### src/logic/sysclk_pkg.sv
// constants shared by the system clock generation control block
package sysclk_pkg;

  // ----------------------------------------------------------------
  // clock domains
  // ----------------------------------------------------------------
  localparam int NDOM      = 7;
  localparam int DOM_CORE  = 0;
  localparam int DOM_BUS   = 1;
  localparam int DOM_FLASH = 2;
  localparam int DOM_PA    = 3;
  localparam int DOM_PB    = 4;
  localparam int DOM_PC    = 5;
  localparam int DOM_PD    = 6;

  // ----------------------------------------------------------------
  // register byte offsets
  // ----------------------------------------------------------------
  localparam logic [7:0] OFF_DIV    = 8'h00;
  localparam logic [7:0] OFF_OSC    = 8'h04;
  localparam logic [7:0] OFF_PLLMUL = 8'h08;
  localparam logic [7:0] OFF_SRC    = 8'h0c;
  localparam logic [7:0] OFF_MWAIT  = 8'h10;
  localparam logic [7:0] OFF_STOPA  = 8'h14;
  localparam logic [7:0] OFF_STOPD  = 8'h18;
  localparam logic [7:0] OFF_STAT   = 8'h1c;

  // ----------------------------------------------------------------
  // fields and reset values
  // ----------------------------------------------------------------
  localparam int         DIV_FW      = 4;
  localparam logic [3:0] DIV_MAX     = 4'h6;
  localparam logic [27:0] DIV_RST    = 28'h0000000;
  localparam int         OSC_MAIN_B  = 0;
  localparam int         OSC_PLL_B   = 1;
  localparam logic [1:0] OSC_RST     = 2'h0;
  localparam int         MUL_W       = 6;
  localparam logic [5:0] MUL_MIN     = 6'h13;
  localparam logic [5:0] MUL_MAX     = 6'h3b;
  localparam logic [5:0] MUL_RST     = 6'h13;
  localparam logic [1:0] SEL_LOW_SPEED_ONCHIP_OSCILLATOR    = 2'h0;
  localparam logic [1:0] SEL_MAIN    = 2'h1;
  localparam logic [1:0] SEL_PLL     = 2'h2;
  localparam logic [1:0] SRC_RST     = 2'h0;
  localparam logic [0:0] MWAIT_RST   = 1'h0;
  localparam logic [31:0] STOPA_RST  = 32'h00000000;
  localparam logic [7:0] STOPD_RST   = 8'h00;
  localparam logic [31:0] STOPA_ALL  = 32'h29000000;
  localparam logic [7:0] STOPD_ALL   = 8'hff;
  localparam int         ST_MAIN_B   = 0;
  localparam int         ST_PLL_B    = 1;
  localparam int         ST_SRC_LO   = 2;
  localparam int         ST_READY_B  = 4;

  // ----------------------------------------------------------------
  // active clock source, one-hot
  // ----------------------------------------------------------------
  typedef enum logic [2:0]
  {
    SRC_LOW_SPEED_ONCHIP_OSCILLATOR = 3'b001,
    SRC_MAIN = 3'b010,
    SRC_PLL  = 3'b100
  } sysclk_src_type;

endpackage

### src/logic/sysclk_div.sv
// power-of-two tick divider for one clock domain
`timescale 1ns/10ps
module sysclk_div
  import sysclk_pkg::*;
#(
  parameter int CW = 6
)
(
  // clock and reset
  input  wire logic          clk,
  input  wire logic          nrst,
  input  wire logic          ce,
  // divider selection, divide by two to the power sel
  input  wire logic [3:0]    sel,
  // one-cycle tick per divided period
  output logic               tick
);

  generate
    if (CW < 1 || CW > 15)
    begin : g_bad_cw
      $error("sysclk_div: CW out of range");
    end
  endgenerate

  logic [CW-1:0] cnt;
  logic [CW-1:0] lim;
  logic          wrap;

  assign lim  = (CW'(1) << sel) - CW'(1);
  assign wrap = (cnt >= lim);

  // a shrinking sel never strands the counter above the limit
  always_ff @(posedge clk or negedge nrst)
  begin
    if (!nrst)
    begin
      cnt  <= '0;
      tick <= 1'b0;
    end
    else if (ce)
    begin
      cnt  <= wrap ? '0 : cnt + CW'(1);
      tick <= wrap;
    end
  end

endmodule

### src/logic/sysclk_ctrl.sv
// system clock generation control: sources, pll, domain dividers, apb registers
`timescale 1ns/10ps

module sysclk_ctrl
  import sysclk_pkg::*;
#(
  parameter int CNT_W = 7
)
(
  // clock, reset, enable
  input  wire logic              clk,
  input  wire logic              nrst,
  input  wire logic              ce,
  // apb slave
  input  wire logic              psel,
  input  wire logic              penable,
  input  wire logic              pwrite,
  input  wire logic [7:0]        paddr,
  input  wire logic [31:0]       pwdata,
  output logic                   pready,
  output logic                   pslverr,
  output logic [31:0]            prdata,
  // oscillator and pll pins
  input  wire logic              main_osc_stable,
  input  wire logic              pll_locked,
  output logic                   main_osc_enable,
  output logic                   pll_enable,
  output logic [MUL_W-1:0]       pll_multiplier,
  output logic [2:0]             clock_source,
  // domain ticks
  output logic [NDOM-1:0]        domain_tick,
  output logic                   timer_count_tick,
  output logic                   timer_bus_tick,
  // memory wait and module stop
  output logic                   memory_wait_cycle_setting,
  output logic [31:0]            module_stop_a,
  output logic [7:0]             module_stop_d,
  output logic                   all_stop_ready
);

  generate
    if (CNT_W < 7 || CNT_W > 15)
    begin : g_bad_cnt_w
      $error("sysclk_ctrl: CNT_W cannot hold the largest divider");
    end
  endgenerate

  // ----------------------------------------------------------------
  // bus decode
  // ----------------------------------------------------------------
  logic        hit;
  logic        acc;
  logic        wr;
  logic        wr_div;
  logic        wr_osc;
  logic        wr_mul;
  logic        wr_src;
  logic        div_ok;
  logic        mul_ok;
  logic [27:0] div_reg;
  logic [1:0]  osc_reg;
  logic [1:0]  src_sel;
  logic [31:0] next_rdata;

  assign hit = (paddr[1:0] == 2'h0) && (paddr <= OFF_STAT);
  assign acc = psel && penable && ce;
  assign wr  = acc && pwrite && hit;

  // a frozen block holds the bus rather than drop a write
  assign pready  = ce;
  assign pslverr = psel && penable && !hit;

  assign wr_div = wr && (paddr == OFF_DIV);
  assign wr_osc = wr && (paddr == OFF_OSC);
  assign wr_mul = wr && (paddr == OFF_PLLMUL);
  assign wr_src = wr && (paddr == OFF_SRC);

  // ----------------------------------------------------------------
  // write checks
  // ----------------------------------------------------------------
  always_comb
  begin
    div_ok = 1'b1;
    for (int i = 0; i < NDOM; i++)
    begin
      if (pwdata[i*DIV_FW +: DIV_FW] > DIV_MAX)
        div_ok = 1'b0;
    end
  end

  // factor is (field+1)/2, so ten to thirty in halves
  assign mul_ok = (pwdata[MUL_W-1:0] >= MUL_MIN) && (pwdata[MUL_W-1:0] <= MUL_MAX)
                  && (pwdata[31:MUL_W] == '0);

  // ----------------------------------------------------------------
  // divider register
  // ----------------------------------------------------------------
  always_ff @(posedge clk or negedge nrst)
  begin
    if (!nrst)
      div_reg <= DIV_RST;
    else if (wr_div && div_ok)
      div_reg <= pwdata[27:0];
  end

  // ----------------------------------------------------------------
  // oscillator control
  // ----------------------------------------------------------------
  always_ff @(posedge clk or negedge nrst)
  begin
    if (!nrst)
      osc_reg <= OSC_RST;
    else if (wr_osc)
      osc_reg <= pwdata[1:0];
  end

  assign main_osc_enable = osc_reg[OSC_MAIN_B];
  assign pll_enable      = osc_reg[OSC_PLL_B];

  // ----------------------------------------------------------------
  // pll multiplier
  // ----------------------------------------------------------------
  always_ff @(posedge clk or negedge nrst)
  begin
    if (!nrst)
      pll_multiplier <= MUL_RST;
    else if (wr_mul && mul_ok)
      pll_multiplier <= pwdata[MUL_W-1:0];
  end

  // ----------------------------------------------------------------
  // source request, memory wait, module stop
  // ----------------------------------------------------------------
  always_ff @(posedge clk or negedge nrst)
  begin
    if (!nrst)
      src_sel <= SRC_RST;
    else if (wr_src && (pwdata[1:0] <= SEL_PLL))
      src_sel <= pwdata[1:0];
  end

  always_ff @(posedge clk or negedge nrst)
  begin
    if (!nrst)
      memory_wait_cycle_setting <= MWAIT_RST;
    else if (wr && paddr == OFF_MWAIT)
      memory_wait_cycle_setting <= pwdata[0];
  end

  always_ff @(posedge clk or negedge nrst)
  begin
    if (!nrst)
    begin
      module_stop_a <= STOPA_RST;
      module_stop_d <= STOPD_RST;
    end
    else if (wr && paddr == OFF_STOPA)
      module_stop_a <= pwdata;
    else if (wr && paddr == OFF_STOPD)
      module_stop_d <= pwdata[7:0];
  end

  // software must set these before asking for all-module stop
  assign all_stop_ready = ((module_stop_a & STOPA_ALL) == STOPA_ALL)
                          && ((module_stop_d & STOPD_ALL) == STOPD_ALL);

  // ----------------------------------------------------------------
  // pin synchronisers
  // ----------------------------------------------------------------
  logic [1:0] sync_a;
  logic [1:0] sync_b;
  logic       main_ok;
  logic       pll_ok;

  always_ff @(posedge clk or negedge nrst)
  begin
    if (!nrst)
    begin
      sync_a <= 2'h0;
      sync_b <= 2'h0;
    end
    else if (ce)
    begin
      sync_a <= {sync_a[0], main_osc_stable};
      sync_b <= {sync_b[0], pll_locked};
    end
  end

  // a stable flag from a stopped source is not believed
  assign main_ok = sync_a[1] && osc_reg[OSC_MAIN_B];
  assign pll_ok  = sync_b[1] && osc_reg[OSC_PLL_B] && osc_reg[OSC_MAIN_B];

  // ----------------------------------------------------------------
  // active source: follows the request once the target is stable
  // ----------------------------------------------------------------
  sysclk_src_type active_src;
  sysclk_src_type next_src;

  always_comb
  begin
    next_src = active_src;
    unique case (active_src)
      SRC_LOW_SPEED_ONCHIP_OSCILLATOR,
      SRC_MAIN,
      SRC_PLL:
      begin
        if (src_sel == SEL_LOW_SPEED_ONCHIP_OSCILLATOR)
          next_src = SRC_LOW_SPEED_ONCHIP_OSCILLATOR;
        else if (src_sel == SEL_MAIN && main_ok)
          next_src = SRC_MAIN;
        else if (src_sel == SEL_PLL && pll_ok)
          next_src = SRC_PLL;
      end
      default:
        next_src = SRC_LOW_SPEED_ONCHIP_OSCILLATOR;
    endcase
  end

  always_ff @(posedge clk or negedge nrst)
  begin
    if (!nrst)
      active_src <= SRC_LOW_SPEED_ONCHIP_OSCILLATOR;
    else if (ce)
      active_src <= next_src;
  end

  assign clock_source = active_src;

  // ----------------------------------------------------------------
  // domain dividers
  // ----------------------------------------------------------------
  genvar g;
  generate
    for (g = 0; g < NDOM; g++)
    begin : g_dom
      sysclk_div #(
        .CW   (CNT_W)
      ) u_div (
        .clk  (clk),
        .nrst (nrst),
        .ce   (ce),
        .sel  (div_reg[g*DIV_FW +: DIV_FW]),
        .tick (domain_tick[g])
      );
    end
  endgenerate

  // timers count on one clock and talk to the bus on another
  assign timer_count_tick = domain_tick[DOM_PC];
  assign timer_bus_tick   = domain_tick[DOM_PA];

  // ----------------------------------------------------------------
  // read data, captured in the setup phase
  // ----------------------------------------------------------------
  always_comb
  begin
    next_rdata = 32'h00000000;
    unique case (paddr)
      OFF_DIV:    next_rdata = {4'h0, div_reg};
      OFF_OSC:    next_rdata = {30'h0, osc_reg};
      OFF_PLLMUL: next_rdata = {26'h0, pll_multiplier};
      OFF_SRC:    next_rdata = {30'h0, src_sel};
      OFF_MWAIT:  next_rdata = {31'h0, memory_wait_cycle_setting};
      OFF_STOPA:  next_rdata = module_stop_a;
      OFF_STOPD:  next_rdata = {24'h0, module_stop_d};
      OFF_STAT:   next_rdata = {27'h0, all_stop_ready,
                                (active_src == SRC_PLL) ? SEL_PLL :
                                (active_src == SRC_MAIN) ? SEL_MAIN : SEL_LOW_SPEED_ONCHIP_OSCILLATOR,
                                pll_ok, main_ok};
      default:    next_rdata = 32'h00000000;
    endcase
  end

  always_ff @(posedge clk or negedge nrst)
  begin
    if (!nrst)
      prdata <= 32'h00000000;
    else if (ce && psel && !penable)
      prdata <= next_rdata;
  end
endmodule

### config.mk
export PLATFORM = sky130hd
export DESIGN_NAME = sysclk_ctrl
export DESIGN_NICKNAME = d
export VERILOG_FILES = /design/src/logic/sysclk_pkg.sv /design/src/logic/sysclk_div.sv /design/src/logic/sysclk_ctrl.sv
export SDC_FILE = /design/constraint.sdc
export NUM_CORES = 1
export LEC_CHECK = 0
export ABC_AREA = 1
export BUFFER_PORTS_ARGS = -buffer_cell sky130_fd_sc_hd__buf_2
export CORE_MARGIN = 8
export CORE_UTILIZATION = 63
export DETAILED_ROUTE_END_ITERATION = 8
export PLACE_DENSITY_LB_ADDON = 0.15
export SLEW_MARGIN = 5
export SYNTH_ARGS = -nofsm -noshare
export SYNTH_HDL_FRONTEND = slang
export SYNTH_HIERARCHICAL = 1
export SYNTH_SLANG_ARGS = --single-unit
### constraint.sdc
create_clock -name clk -period 3.45 [get_ports clk]
set_clock_uncertainty 0.15 [all_clocks]
set_input_delay 0.5175 -clock clk [delete_from_list [all_inputs] [get_ports clk]]
set_output_delay 0.5175 -clock clk [all_outputs]
set_load 0.05 [all_outputs]
-- Word-level counts from Yosys, hierarchy flattened
Index checks and enable logic that the tools add are counted.
- $add $sub $neg: 14
- magnitude comparators: 18
- equal/unequal tests: 15
- shift operators: 7
- muxes and demuxes: 21
- bitwise gates (word level): 1
- reductions and logical operators: 35
- operators with widths (kind ; count):
    case mux 32 bit (8 select lines) ; 1
    adder 7 x 1 -> 7 bit, second input constant ; 7
    >= comparator 7 bit ; 7
    two-way mux 7 bit ; 7
    left shift 1 x 4 -> 7 bit, first input constant ; 7
    subtractor 7 x 2 -> 7 bit, second input constant ; 7
    equality test 8 x 5 -> 1 bit, second input constant ; 4
    > comparator 4 x 3 -> 1 bit, second input constant ; 7
    logical AND 1 bit ; 26
    logical NOT 26 bit ; 1
    equality test 8 x 4 -> 1 bit, second input constant ; 2
    two-way mux 3 bit ; 4
    equality test 8 x 3 -> 1 bit, second input constant ; 1
    equality test 8 bit, second input constant ; 1
    <= comparator 8 x 5 -> 1 bit, second input constant ; 1
    logical NOT 8 bit ; 1
    two-way mux 1 bit ; 8
    equality test 3 bit, second input constant ; 2
    >= comparator 6 x 5 -> 1 bit, second input constant ; 1
    <= comparator 6 bit, second input constant ; 1
    logical NOT 2 bit ; 2
    inequality test 4 bit, second input constant ; 1
    AND reduction 2 bit ; 2
    equality test 3 x 1 -> 1 bit, second input constant ; 1
    8 further kinds ; 9
- register bits after elaboration: 174
- input bits: 48
- output and inout port bits: 96
- word-level logic and storage cells: 136

-- Depth between registers and ports, before layout
Gate-level depths: netlist of the first run.
- depth in word-level cells: 9
- depth in mapped cells: 13
- depth with buffers taken out: 13

-- By module
The synthesis of the first run kept the hierarchy.
- by module, submodules not included (module ; instances ; cells each ; area each (sq um) ; seq. area each (sq um)):
    sysclk_ctrl ; 1 ; 705 ; 5711.7 ; 2957.8
    sysclk_div at g_dom[0].u_div ... ; 5 ; 94 ; 679.4 ; 200.2
    sysclk_div at g_dom[1].u_div ... ; 2 ; 91 ; 660.6 ; 200.2

-- Worst setup path after synthesis of the first run
OpenSTA, ideal clock, no wires.
- kind: flip-flop to flip-flop
- start: register div_reg[1]
- end: register g_dom[0].u_div.tick
- setup time: 0.118 ns
- arrival: 1.948 ns
- required time: 3.182 ns
- setup slack: 1.234 ns
- cell stages (with the launch flop): 13
- path buffers: 0
- clock period less this slack: 2.216 ns
- cells stage by stage: dfrtp_1 -> nor2_1 -> nand3_1 -> ha_1 -> nand3_1 -> xor2_1 -> ha_1 -> nand2_1 -> inv_1 -> a21oi_2 -> nand3_2 -> nand2_1 -> nand2_1
- cells in the longest elaborated chain, start to end: 3
- ends and longest elaborated chain (element ; RTL line ; text):
    from (decl) ; sysclk_ctrl.sv:60 ; logic [27:0] div_reg;
    from (signal assigned) ; sysclk_ctrl.sv:103 ; div_reg <= pwdata[27:0];
    left shift 1 x 4 -> 7 bit ; sysclk_div.sv:30 ; assign lim = (CW'(1) << sel) - CW'(1);
    subtractor 7 x 2 -> 7 bit ; sysclk_div.sv:30 ;
    >= comparator 7 bit ; sysclk_div.sv:31 ; assign wrap = (cnt >= lim);
    to (signal assigned) ; sysclk_div.sv:44 ; tick <= wrap;
    to (decl) ; sysclk_div.sv:16 ; output logic tick
Every way passes these cells.
A chain may end at the register's enable or synchronous reset.

-- Worst setup path after layout of the first run
- start: register div_reg[5]
- end: register g_dom[1].u_div.cnt[0]
- cells in the longest elaborated chain, start to end: 4
- ends and longest elaborated chain (element ; RTL line ; text):
    left shift 1 x 4 -> 7 bit ; sysclk_div.sv:30 ;
    subtractor 7 x 2 -> 7 bit ; sysclk_div.sv:30 ;
    >= comparator 7 bit ; sysclk_div.sv:31 ;
    two-way mux 7 bit ; sysclk_div.sv:43 ; cnt <= wrap ? '0 : cnt + CW'(1);
    to (signal assigned) ; sysclk_div.sv:43 ;
    to (decl) ; sysclk_div.sv:26 ; logic [CW-1:0] cnt;
Every way passes these cells.

==> results.md, run 1 <==
- Status: complete, no violations
- Synth Instances: 1,357
- Min-delay worst type: in -> reg
- Vias: 9,263
- H-tree depth: 4
- Area grow syn2layout: 13.9%
- Drt total wl: 26.9 mm
- Worst-Margin Slew: 1110 ps
- Worst setup path category: reg -> reg
- Post-CTS Setup Inserts: 0
- Count of different cell masters after synthesis: 31
- Inserted Clock Buffers: 17
- Die width: 145 um
- Yosys top cell by area: dfrtp_1
- Sw Ratio: 32.8%
- Combinational Power Share: 21.8%
- P_leak: 6.69 nW
- Pwr/cell area: 500 nW/um^2
- Biggest register: g_dom.u_div/cnt
- Setup TNS: 0 ps
- Fillers: 1,328
- Die Ht: 145 um
- Final Non-Filler Cells: 1,730
- Clk sinks: 174
- Total net switching power: 1.95 mW
- Synthesized area per cell: 7.69 um^2
- DR pass1 iterations: 5
- DRC: 0
- Core area: 16,400 um^2
- ANT nets after route: 0
- Crit. End Element: flop
- Clock power frac: 33.1%
- Synthesized flop and latch total: 174
- ANT cells: 0
- Top flop regs: g_dom.u_div/cnt: 49 flops, module_stop_a: 32 flops, prdata: 32 flops
- Total track usage: 26.3%
- YS warnings: 6
- # rows: 47
- Total power: 5.94 mW
- CTS clk-pin slew, worst paths: 70 ps
- Maximum vdd drop: 0.407 mV
- Die area: 20,900 um^2
- Cell Int Power: 3.99 mW
- Yosys top cell area share: 40.8%
- Largest cells by area after synthesis: dfrtp_1 41%, nand2_1 17%, ha_1 7.6%, inv_1 5.7%, nand3_1 4.7%
- Max-slew headroom: 25.9%
- Pin count of the biggest net entering global routing: 85
- Vias in the first global route: 8,793
- Initial Utilization: 63.6%
- Max_cap viols: 0
- Largest register FFs: 49
- Gpl congestion: 0.893
- Share of cells above drive strength 1: 19.1%
- Sequential share of power: 45.1%
- RSZ-0062 raised after global routing: false
- Placed Cells: 1,697
- Cts hold-fix bufs: 1
- DR iter-0 viols: 496
- Final Hold Viols: 0
- Endpoints failing setup: 0
- CTS tree: done
- WL/cell: 15.6 um
- CP max FO: 6
- Skew-Pair Late Insertion Delay: 430 ps
- Final Net Count: 1,608
- Req. time, crit path: 3650 ps
- Worst EP arrival: 2810 ps
- R2r setup slk: 840 ps
- Vias/cell: 5.35
- Min cycle time layout: 2610 ps
- Tcrit/Tclk final: 75.8%
- Grt total ovfl: 0
- Startpoint types: flop
- Clk buf depth: 2
- Fin. max-slew vios: 0
- First-pass GRT wire length: 43.1 mm
- Synthesized net count: 1,468
- # port buffers: 143
- Fmax: 0.383 GHz
- Post-DP HPWL: 19.6 mm
- Clock Tree Root: clkbuf_16
- Sequential-to-total area share from yosys stat: 41.8%
- Post-synth design cell area: 10,400 um^2
- Ports: 144
- Initial antenna violation count: 0
- Post-CTS sizing: 0
[Yosys cell counts, drive strengths merged]
library cell / count
inv: 161
nand3: 106
clkbuf: 6
a21oi: 51
nand3b: 2
nor3: 4
o211ai: 1
nand2: 492
o21ai: 103
nor2: 111
ha: 63
dfstp: 4
nand4: 28
dfrtp: 170
xor2: 16
buf: 25
xnor2: 14
[worst paths after layout]
kind | cells after the start | startpoint | to
max in group asynchronous | 3 | nrst | clock_source[0]
min in group asynchronous | 2 | nrst | g_dom[1].u_div/cnt[5]
setup / recovery | 11 | div_reg[5] | g_dom[1].u_div/cnt[0]
hold / removal | 3 | pll_locked | sync_b[0]
hold reg to reg | 2 | prdata[18] | prdata[18]
setup reg to reg | 11 | div_reg[5] | g_dom[1].u_div/cnt[0]
[power groups by stage]
| stage | clock network [mW] | logic (mW) | registers, mW |
|---|---|---|---|
| finish | 1.97 | 1.29 | 2.68 |
| global route | 2.07 | 1.52 | 2.72 |
| CTS | 1.99 | 1.30 | 2.67 |
| detailed placement | 0 | 1.29 | 2.70 |
| global placement | 0 | 1.23 | 2.70 |
| floorplan | 0 | 0.959 | 2.66 |
[layout make-up]
| cell class | instances | area [um^2] | area share (%) |
|---|---|---|---|
| clock inverters | 11 | 140 | 1.18 |
| well taps | 220 | 275 | 2.32 |
| multi-input cells | 991 | 5210 | 43.9 |
| repair buffers | 152 | 830 | 6.98 |
| flip-flops and latches | 174 | 4360 | 36.7 |
| inverters | 161 | 607 | 5.11 |
| clock buffers | 21 | 460 | 3.88 |
[logic make-up (layout without fill, tap and decap cells)]
logic type / Yosys count / after routing / share of synthesized area, %
simple gates: 743 / 743 / 30.9
xor+xnor: 30 / 30 / 2.52
flops: 174 / 174 / 41.8
buf+inv: 192 / 345 / 8.25
compound gates: 155 / 155 / 9.01
fa+ha+maj: 63 / 63 / 7.56
[layer usage]
layer	track usage, %	up-vias	part of all wire, %
met1	33.6	4298	42
met3	6.14	39	7.8
met4	7.94	0	2.0
met2	43.8	322	48
met5	0	-	0
li1	-	4604	-
[critical path, stage by stage, from the launching register on]
cell	delay, ps
dfrtp_1	460
nor2_1	300
nand3_1	170
ha_1	240
nand3_1	100
xor2_1	200
ha_1	280
nand2_1	100
inv_1	50
a21oi_2	180
nand2_1	130
o21ai_0	170
[through the flow]
stage | hold slack [ps] | worst slack, ps | util (%) | cell area, um^2
5_1_grt | 158 | 604 | 72.4 | 11900
6_report | 144 | 836 | 72.4 | 11900
3_3_place_gp | 308 | 930 | 68.7 | 11300
3_5_place_dp | 310 | 843 | 68.7 | 11300
4_1_cts | 134 | 844 | 72.4 | 11900
2_1_floorplan | 71.9 | 1230 | - | 10400
[cells in the final DEF (no fill, tap or decap), types with 3 or more instances in the layout]
cell type / n
buf_12: 3
inv_1: 157
buf_4: 5
nor3_1: 3
a21oi_2: 14
clkinv_2: 5
nor2_2: 14
o21ai_1: 46
nand4_1: 28
nand2_2: 24
nand3_1: 98
inv_2: 3
xnor2_1: 14
o21ai_2: 29
ha_1: 63
dfrtp_1: 170
buf_2: 142
nor2_4: 8
bufinv_16: 3
dfstp_2: 4
clkbuf_16: 17
o21ai_0: 28
nand2_1: 466
xor2_1: 16
nor2_1: 89
a21oi_1: 37
nand3_2: 8
(Power assumes the default switching activity.)
==> inputs of run 2 (changes only) <==
- ABC_AREA: 1 -> 0
- CORE_UTILIZATION: 63 -> 58
- clock period: 3.45 -> 2.5 ns (I/O delays scaled with it)
==> run 2 against run 1 <==
Effect of this change:
- the run now ends with negative setup slack left
- critical path type unchanged
- register-to-register slack worse by 860 ps
- global-route usage is 1.5 points lower
- final cell count down 22%
- utilization rose by 1.3 points
- clock-buffer cell count rose by 1
- flip-flop and latch count unchanged
- die area rose by 1.2%
- hold slack lost 120 ps
- design area grew 2.6%
==> results.md, run 2 <==
- Status: finished, violations left
- Failing checks: negative setup slack
- Pin count of the biggest net entering global routing: 48
- Biggest register: g_dom.u_div/cnt
- Final Hold Viols: 0
- Largest cells by area after synthesis: dfrtp_1 44%, ha_1 8.1%, mux2_2 7.6%, nand2_1 3.0%, nor2_1 2.9%
- Finished Cell Area: 12,200 um^2
- Count of different cell masters after synthesis: 70
- CP max FO: 6
- Synth Flop Type: dfrtp_1
- YS warnings: 6
- # rows: 47
- CTS clk-pin slew, worst paths: 70 ps
- Area grow syn2layout: 25.2%
- Clock Tree Root: clkbuf_16
- Yosys top cell area share: 43.7%
- Highest-delay cell along the critical path: dfrtp_1
- Largest register FFs: 49
- Worst setup path category: reg -> reg
- Skew-Pair Late Insertion Delay: 430 ps
- Max_cap viols: 0
- Synthesized flop and latch total: 174
- Share of cells above drive strength 1: 37.2%
- Yosys top cell by area: dfrtp_1
- Multi-input logic area: 5440 um^2
- Synthesized net count: 1,022
- Initial Utilization: 58.9%
- Vias: 8,073
- Startpoint types: flop
- Inserted Clock Buffers: 17
- P_leak: 5.76 nW
- # port buffers: 143
- Post-synth EDFFs: 0
- Area after DPL: 11,200 um^2
- Initial antenna violation count: 0
- Min cycle time layout: 2530 ps
- CP Cell Sequence: nor2_4 > nand3b_1 > ha_2 > nor3_2 > a21oi_1 > o21a_1 > ha_1 > nand4_1 > o31ai_4 > o21ai_1 > a21o_1
- Gpl congestion: 0.934
- DR pass1 iterations: 5
- Maximum vdd drop: 0.419 mV
- RSZ-0062 raised after global routing: true
- Core area: 16,500 um^2
- Vias in the first global route: 8,067
- Commonest non-fill, non-tap cells in the layout: 169 x dfrtp_1, 142 x buf_2, 78 x buf_4, 75 x nand2_1, 64 x mux2_2
- Worst-Margin Slew: 622 ps
- Most numerous cell in the Yosys netlist: dfrtp_1
- CTS tree: done
- Fillers: 1,176
- Drt total wl: 26.6 mm
- Min-delay worst type: in -> reg
- Sequential-to-total area share from yosys stat: 44.8%
- H-tree depth: 4
- Ports: 144
- Top flop regs: g_dom.u_div/cnt: 49 flops, module_stop_a: 32 flops, prdata: 32 flops
- Pwr/cell area: 489 nW/um^2
- Synthesized area per cell: 10.7 um^2
- ANT cells: 0
- Crit. End Element: flop
- Die Ht: 146 um
- Post-synth design cell area: 9740 um^2
- Post-DP HPWL: 18.8 mm
- ANT nets after route: 0
- DRC: 0
- Synth top cells by count: 170 x dfrtp_1, 77 x nand2_1, 74 x nor2_1, 66 x mux2_2, 63 x ha_1
- Max-slew headroom: 58.2%
- Clk buf depth: 2
- Final core occ: 73.7%
- Die width: 146 um
- Async SR Flop Fraction: 100%
- Worst EP arrival: 2710 ps
- First-pass GRT wire length: 42.1 mm
- Synth Instances: 911
- Worst Path Buf+Inv: 0
- DR iter-0 viols: 445
- Fin. max-slew vios: 0
- Endpoints failing setup: 9
- Vias/cell: 5.98
- Grt total ovfl: 0
- Fmax: 0.396 GHz
- Delay-heaviest family, CP: compound AO/OA/AOI/OAI gates
- Final Net Count: 1,230
- Clk sinks: 174
- CP max stage delay: 410 ps
- PnR worst setup slack: -25.4 ps
- Reg area: 4360 um^2
- Total track usage: 24.8%
- WL/cell: 19.7 um
- Die area: 21,200 um^2
- Commonest non-fill, non-tap cell in the layout: dfrtp_1
- Tcrit/Tclk final: 101%
- Req. time, crit path: 2680 ps
run 2: cell count changes after synthesis, moves of 24 or more:
cell	previous run	this run
o21ai_1	46	0
inv_1	157	20
nand2_2	24	0
mux2_2	0	66
nand2_1	466	77
nand3_1	98	17
o21ai_2	29	2
run 2: final timing paths:
path	slack [ps]	cells past startpoint	to	from
max in group asynchronous	1210	3	pll_multiplier[4]	nrst
min reg2reg	330	2	prdata[31]	prdata[31]
max reg2reg	-30	11	g_dom[0].u_div/cnt[2]	div_reg[2]
min	20	2	sync_b[0]	pll_locked
min in group asynchronous	290	2	g_dom[5].u_div/cnt[4]	nrst
max	-30	11	g_dom[0].u_div/cnt[2]	div_reg[2]
run 2: per-stage QoR:
stage | TNS [ps] | instances | total power [mW] | worst slack [ps] | hold slack (ps)
2_1_floorplan | 0 | 911 | 2.99 | 1.41 | -70.6
3_3_place_gp | -72.0 | 1306 | 3.16 | -27.5 | 196
3_5_place_dp | -2040 | 1306 | 3.17 | -156 | 201
4_1_cts | 0 | 1347 | 5.99 | 14.2 | 8.52
5_1_grt | -4130 | 1351 | 6.13 | -187 | 20.9
6_report | -106 | 1351 | 5.96 | -25.4 | 22.8
run 2: power breakdown:
part           switching, mW  leakage, nW  internal [mW]
Combinational          0.205         3.10         0.0857
Clock                   1.11        0.297           1.73
Sequential           0.00470         2.37           2.82
run 2: logic make-up (layout without fill, tap and decap cells):
group,after synthesis,in the layout,share of synthesized area [%]
compound gates,200,200,14.5
xor+xnor,37,37,3.33
simple gates,293,293,16.2
flops,174,174,44.8
buf+inv,58,278,2.99
mux,86,86,10.1
fa+ha+maj,63,63,8.10
run 2: repair_timing:
action,in CTS,in global routing
buffers inserted,9,4
endpoints found under the hold margin,44,0
endpoints found under the setup margin,41,54
hold buffers,1,0
gates resized for setup,19,48
pin swaps,39,39
run 2: worst reg2reg max path, cell delays in order, from the launching register on:
cell and delay [ps]:
dfrtp_1 410, nor2_4 150, nand3b_1 120, ha_2 200, nor3_2 170, a21oi_1 60, o21a_1 170, ha_1 280
nand4_1 120, o31ai_4 310, o21ai_1 130, a21o_1 170
run 2: layer usage:
metal	track usage [%]	vias up	wire length, um
met2	40.4	278	12800
met4	10.1	0	670
li1	-	3753	-
met5	0	-	0
met3	6.56	47	1770
met1	30.9	3995	11300
run 2: area by class of cell:
| cell class | instances | share of cell area (%) |
|---|---|---|
| Inverter | 20 | 0.616 |
| Multi-Input combinational cell | 679 | 44.6 |
| Clock buffer | 22 | 3.81 |
| Tap cell | 220 | 2.26 |
| Clock inverter | 9 | 1.29 |
| Timing Repair Buffer | 227 | 11.6 |
| Sequential cell | 174 | 35.8 |
==> inputs of run 3 (changes only) <==
- REMOVE_ABC_BUFFERS: default -> 1
==> run 3 against run 2 <==
Effect of this change:
- the run still ends with negative setup slack left
- die area unchanged
- design area up 2.2%
- final cell count grew 1.7%
- wire length is 1.6% higher
- power shrank 3.5%
- non-clock buffer count is 22 higher
==> results.md, run 3 (same netlist as run 2, synthesis figures left out) <==
- Status: finished, violations left
- Failing checks: negative setup slack
- Tcrit/Tclk final: 105%
- Endpoints failing setup: 25
- Clock power frac: 45.8%
- Initial Utilization: 58.9%
- Sequential share of power: 49.2%
- Pre-CTS WS: -255 ps
- Total power: 5.75 mW
- Total net switching power: 1.34 mW
- Fin. max-slew vios: 0
- Combinational Power Share: 5.1%
- Clock Tree Root: clkbuf_16
- Die width: 146 um
- Startpoint types: flop
- Largest register FFs: 49
- Post-DP HPWL: 18.8 mm
- Skew-Pair Late Insertion Delay: 430 ps
- Drt total wl: 27.0 mm
- Commonest non-fill, non-tap cells in the layout: 167 x dfrtp_1, 142 x buf_2, 98 x buf_4, 73 x nand2_1, 64 x mux2_2
- Maximum vdd drop: 0.492 mV
- Pwr/cell area: 462 nW/um^2
- Min-delay worst type: in -> reg
- CTS clk-pin slew, worst paths: 70 ps
- Ports: 144
- Gpl congestion: 0.897
- DRC: 0
- Finished Cell Area: 12,500 um^2
- Worst-Margin Slew: 577 ps
- Top flop regs: g_dom.u_div/cnt: 49 flops, module_stop_a: 32 flops, prdata: 32 flops
- Share of cells above drive strength 1: 39.9%
- ANT nets after route: 0
- Req. time, crit path: 2670 ps
- Cell Int Power: 4.41 mW
- Area after DPL: 11,200 um^2
- Final Net Count: 1,252
- Die Ht: 146 um
- Biggest register: g_dom.u_div/cnt
- H-tree depth: 4
- Grt total ovfl: 0
- Sw Ratio: 23.3%
- Final Hold Viols: 0
- # port buffers: 143
- Initial antenna violation count: 1
- Min cycle time layout: 2640 ps
- DR iter-0 viols: 504
- Worst EP arrival: 2810 ps
- Max-slew headroom: 61.2%
- Area grow syn2layout: 27.9%
- Vias/cell: 5.97
- Die area: 21,200 um^2
- Crit. End Element: flop
- PnR worst setup slack: -136 ps
- First-pass GRT wire length: 42.6 mm
- P_leak: 5.85 nW
- Fillers: 1,148
- Total track usage: 24.9%
- DR pass1 iterations: 6
- # rows: 47
- CTS tree: done
- Core area: 16,500 um^2
- CP max FO: 5
- ANT cells: 0
- Clk sinks: 174
- Max_cap viols: 0
- Vias in the first global route: 8,150
- Commonest non-fill, non-tap cell in the layout: dfrtp_1
- Vias: 8,207
- Fmax: 0.379 GHz
- Pin count of the biggest net entering global routing: 84
- Inserted Clock Buffers: 17
- Worst setup path category: reg -> reg
- WL/cell: 19.7 um
- RSZ-0062 raised after global routing: true
- Final core occ: 75.4%
- Clk buf depth: 2
## run 3: cell types whose count changed in the layout (fill, tap and decap cells not counted), moves of 3 or more
cell	previous run	this run
a21oi_1	36	31
buf_4	78	98
ha_4	3	10
buf_6	1	4
ha_1	53	48
a21oi_2	6	13
## run 3: final cells by class
type | count | area [um^2] | area share (%)
Clock buffer | 19 | 443 | 3.56
Clock inverter | 13 | 140 | 1.13
Inverter | 20 | 75.1 | 0.603
Multi-Input combinational cell | 679 | 5570 | 44.8
Sequential cell | 174 | 4360 | 35.0
Tap cell | 220 | 275 | 2.21
Timing Repair Buffer | 249 | 1580 | 12.7
## run 3: power groups by stage
stage / clock [mW] / sequential, mW / combinational (mW)
after floorplan: 0 / 2.88 / 0.0647
after global placement: 0 / 2.88 / 0.282
after detailed placement: 0 / 2.88 / 0.283
after CTS: 2.67 / 2.83 / 0.287
after global routing: 2.79 / 2.83 / 0.316
final: 2.63 / 2.83 / 0.291
## run 3: worst paths after layout
check / start / end / slack, ps / cells past startpoint
setup / recovery: div_reg[14] / g_dom[3].u_div/tick / -140 / 12
hold / removal: pll_locked / sync_b[0] / 30 / 2
setup reg to reg: div_reg[14] / g_dom[3].u_div/tick / -140 / 12
hold reg to reg: prdata[22] / prdata[22] / 320 / 2
max in group asynchronous: nrst / pll_multiplier[4] / 1150 / 3
min in group asynchronous: nrst / module_stop_a[19] / 340 / 2
## run 3: per-layer routing
metal | wire, um | track usage [%] | up-vias | share of wire, %
met5 | 17 | 0 | - | 0.063
met4 | 575 | 7.44 | 2 | 2.1
met3 | 1750 | 6.53 | 51 | 6.5
met2 | 13100 | 41.7 | 285 | 49
met1 | 11500 | 31.0 | 4055 | 43
li1 | - | - | 3814 | -
## run 3: through the flow
stage               setup TNS [ps]  hold WS, ps  std cells
CTS                          -90.9         10.6       1364
global route                 -5760         23.9       1374
detailed placement           -4900          238       1323
floorplan                    -5200        -70.6        873
global placement             -1480          236       1323
finish                       -1330         27.3       1374
## run 3: worst max-delay path, stage by stage, from the launching register on
cell and delay, ps:
dfrtp_1 390, nor2_2 170, nand3b_1 130, ha_2 220
nor3_2 200, a21oi_2 50, o21a_1 190, ha_4 220
o21a_1 110, a21oi_2 170, o31ai_4 110, buf_4 150
mux2_4 250
## run 3: timing repair
| item | CTS | global route |
|---|---|---|
| pin swaps | 38 | 64 |
| setup endpoints to repair | 52 | 53 |
| resized for setup | 31 | 73 |
| hold buffers | 1 | 0 |
| endpoints found under the hold margin | 49 | 0 |
| setup buffers | 9 | 12 |
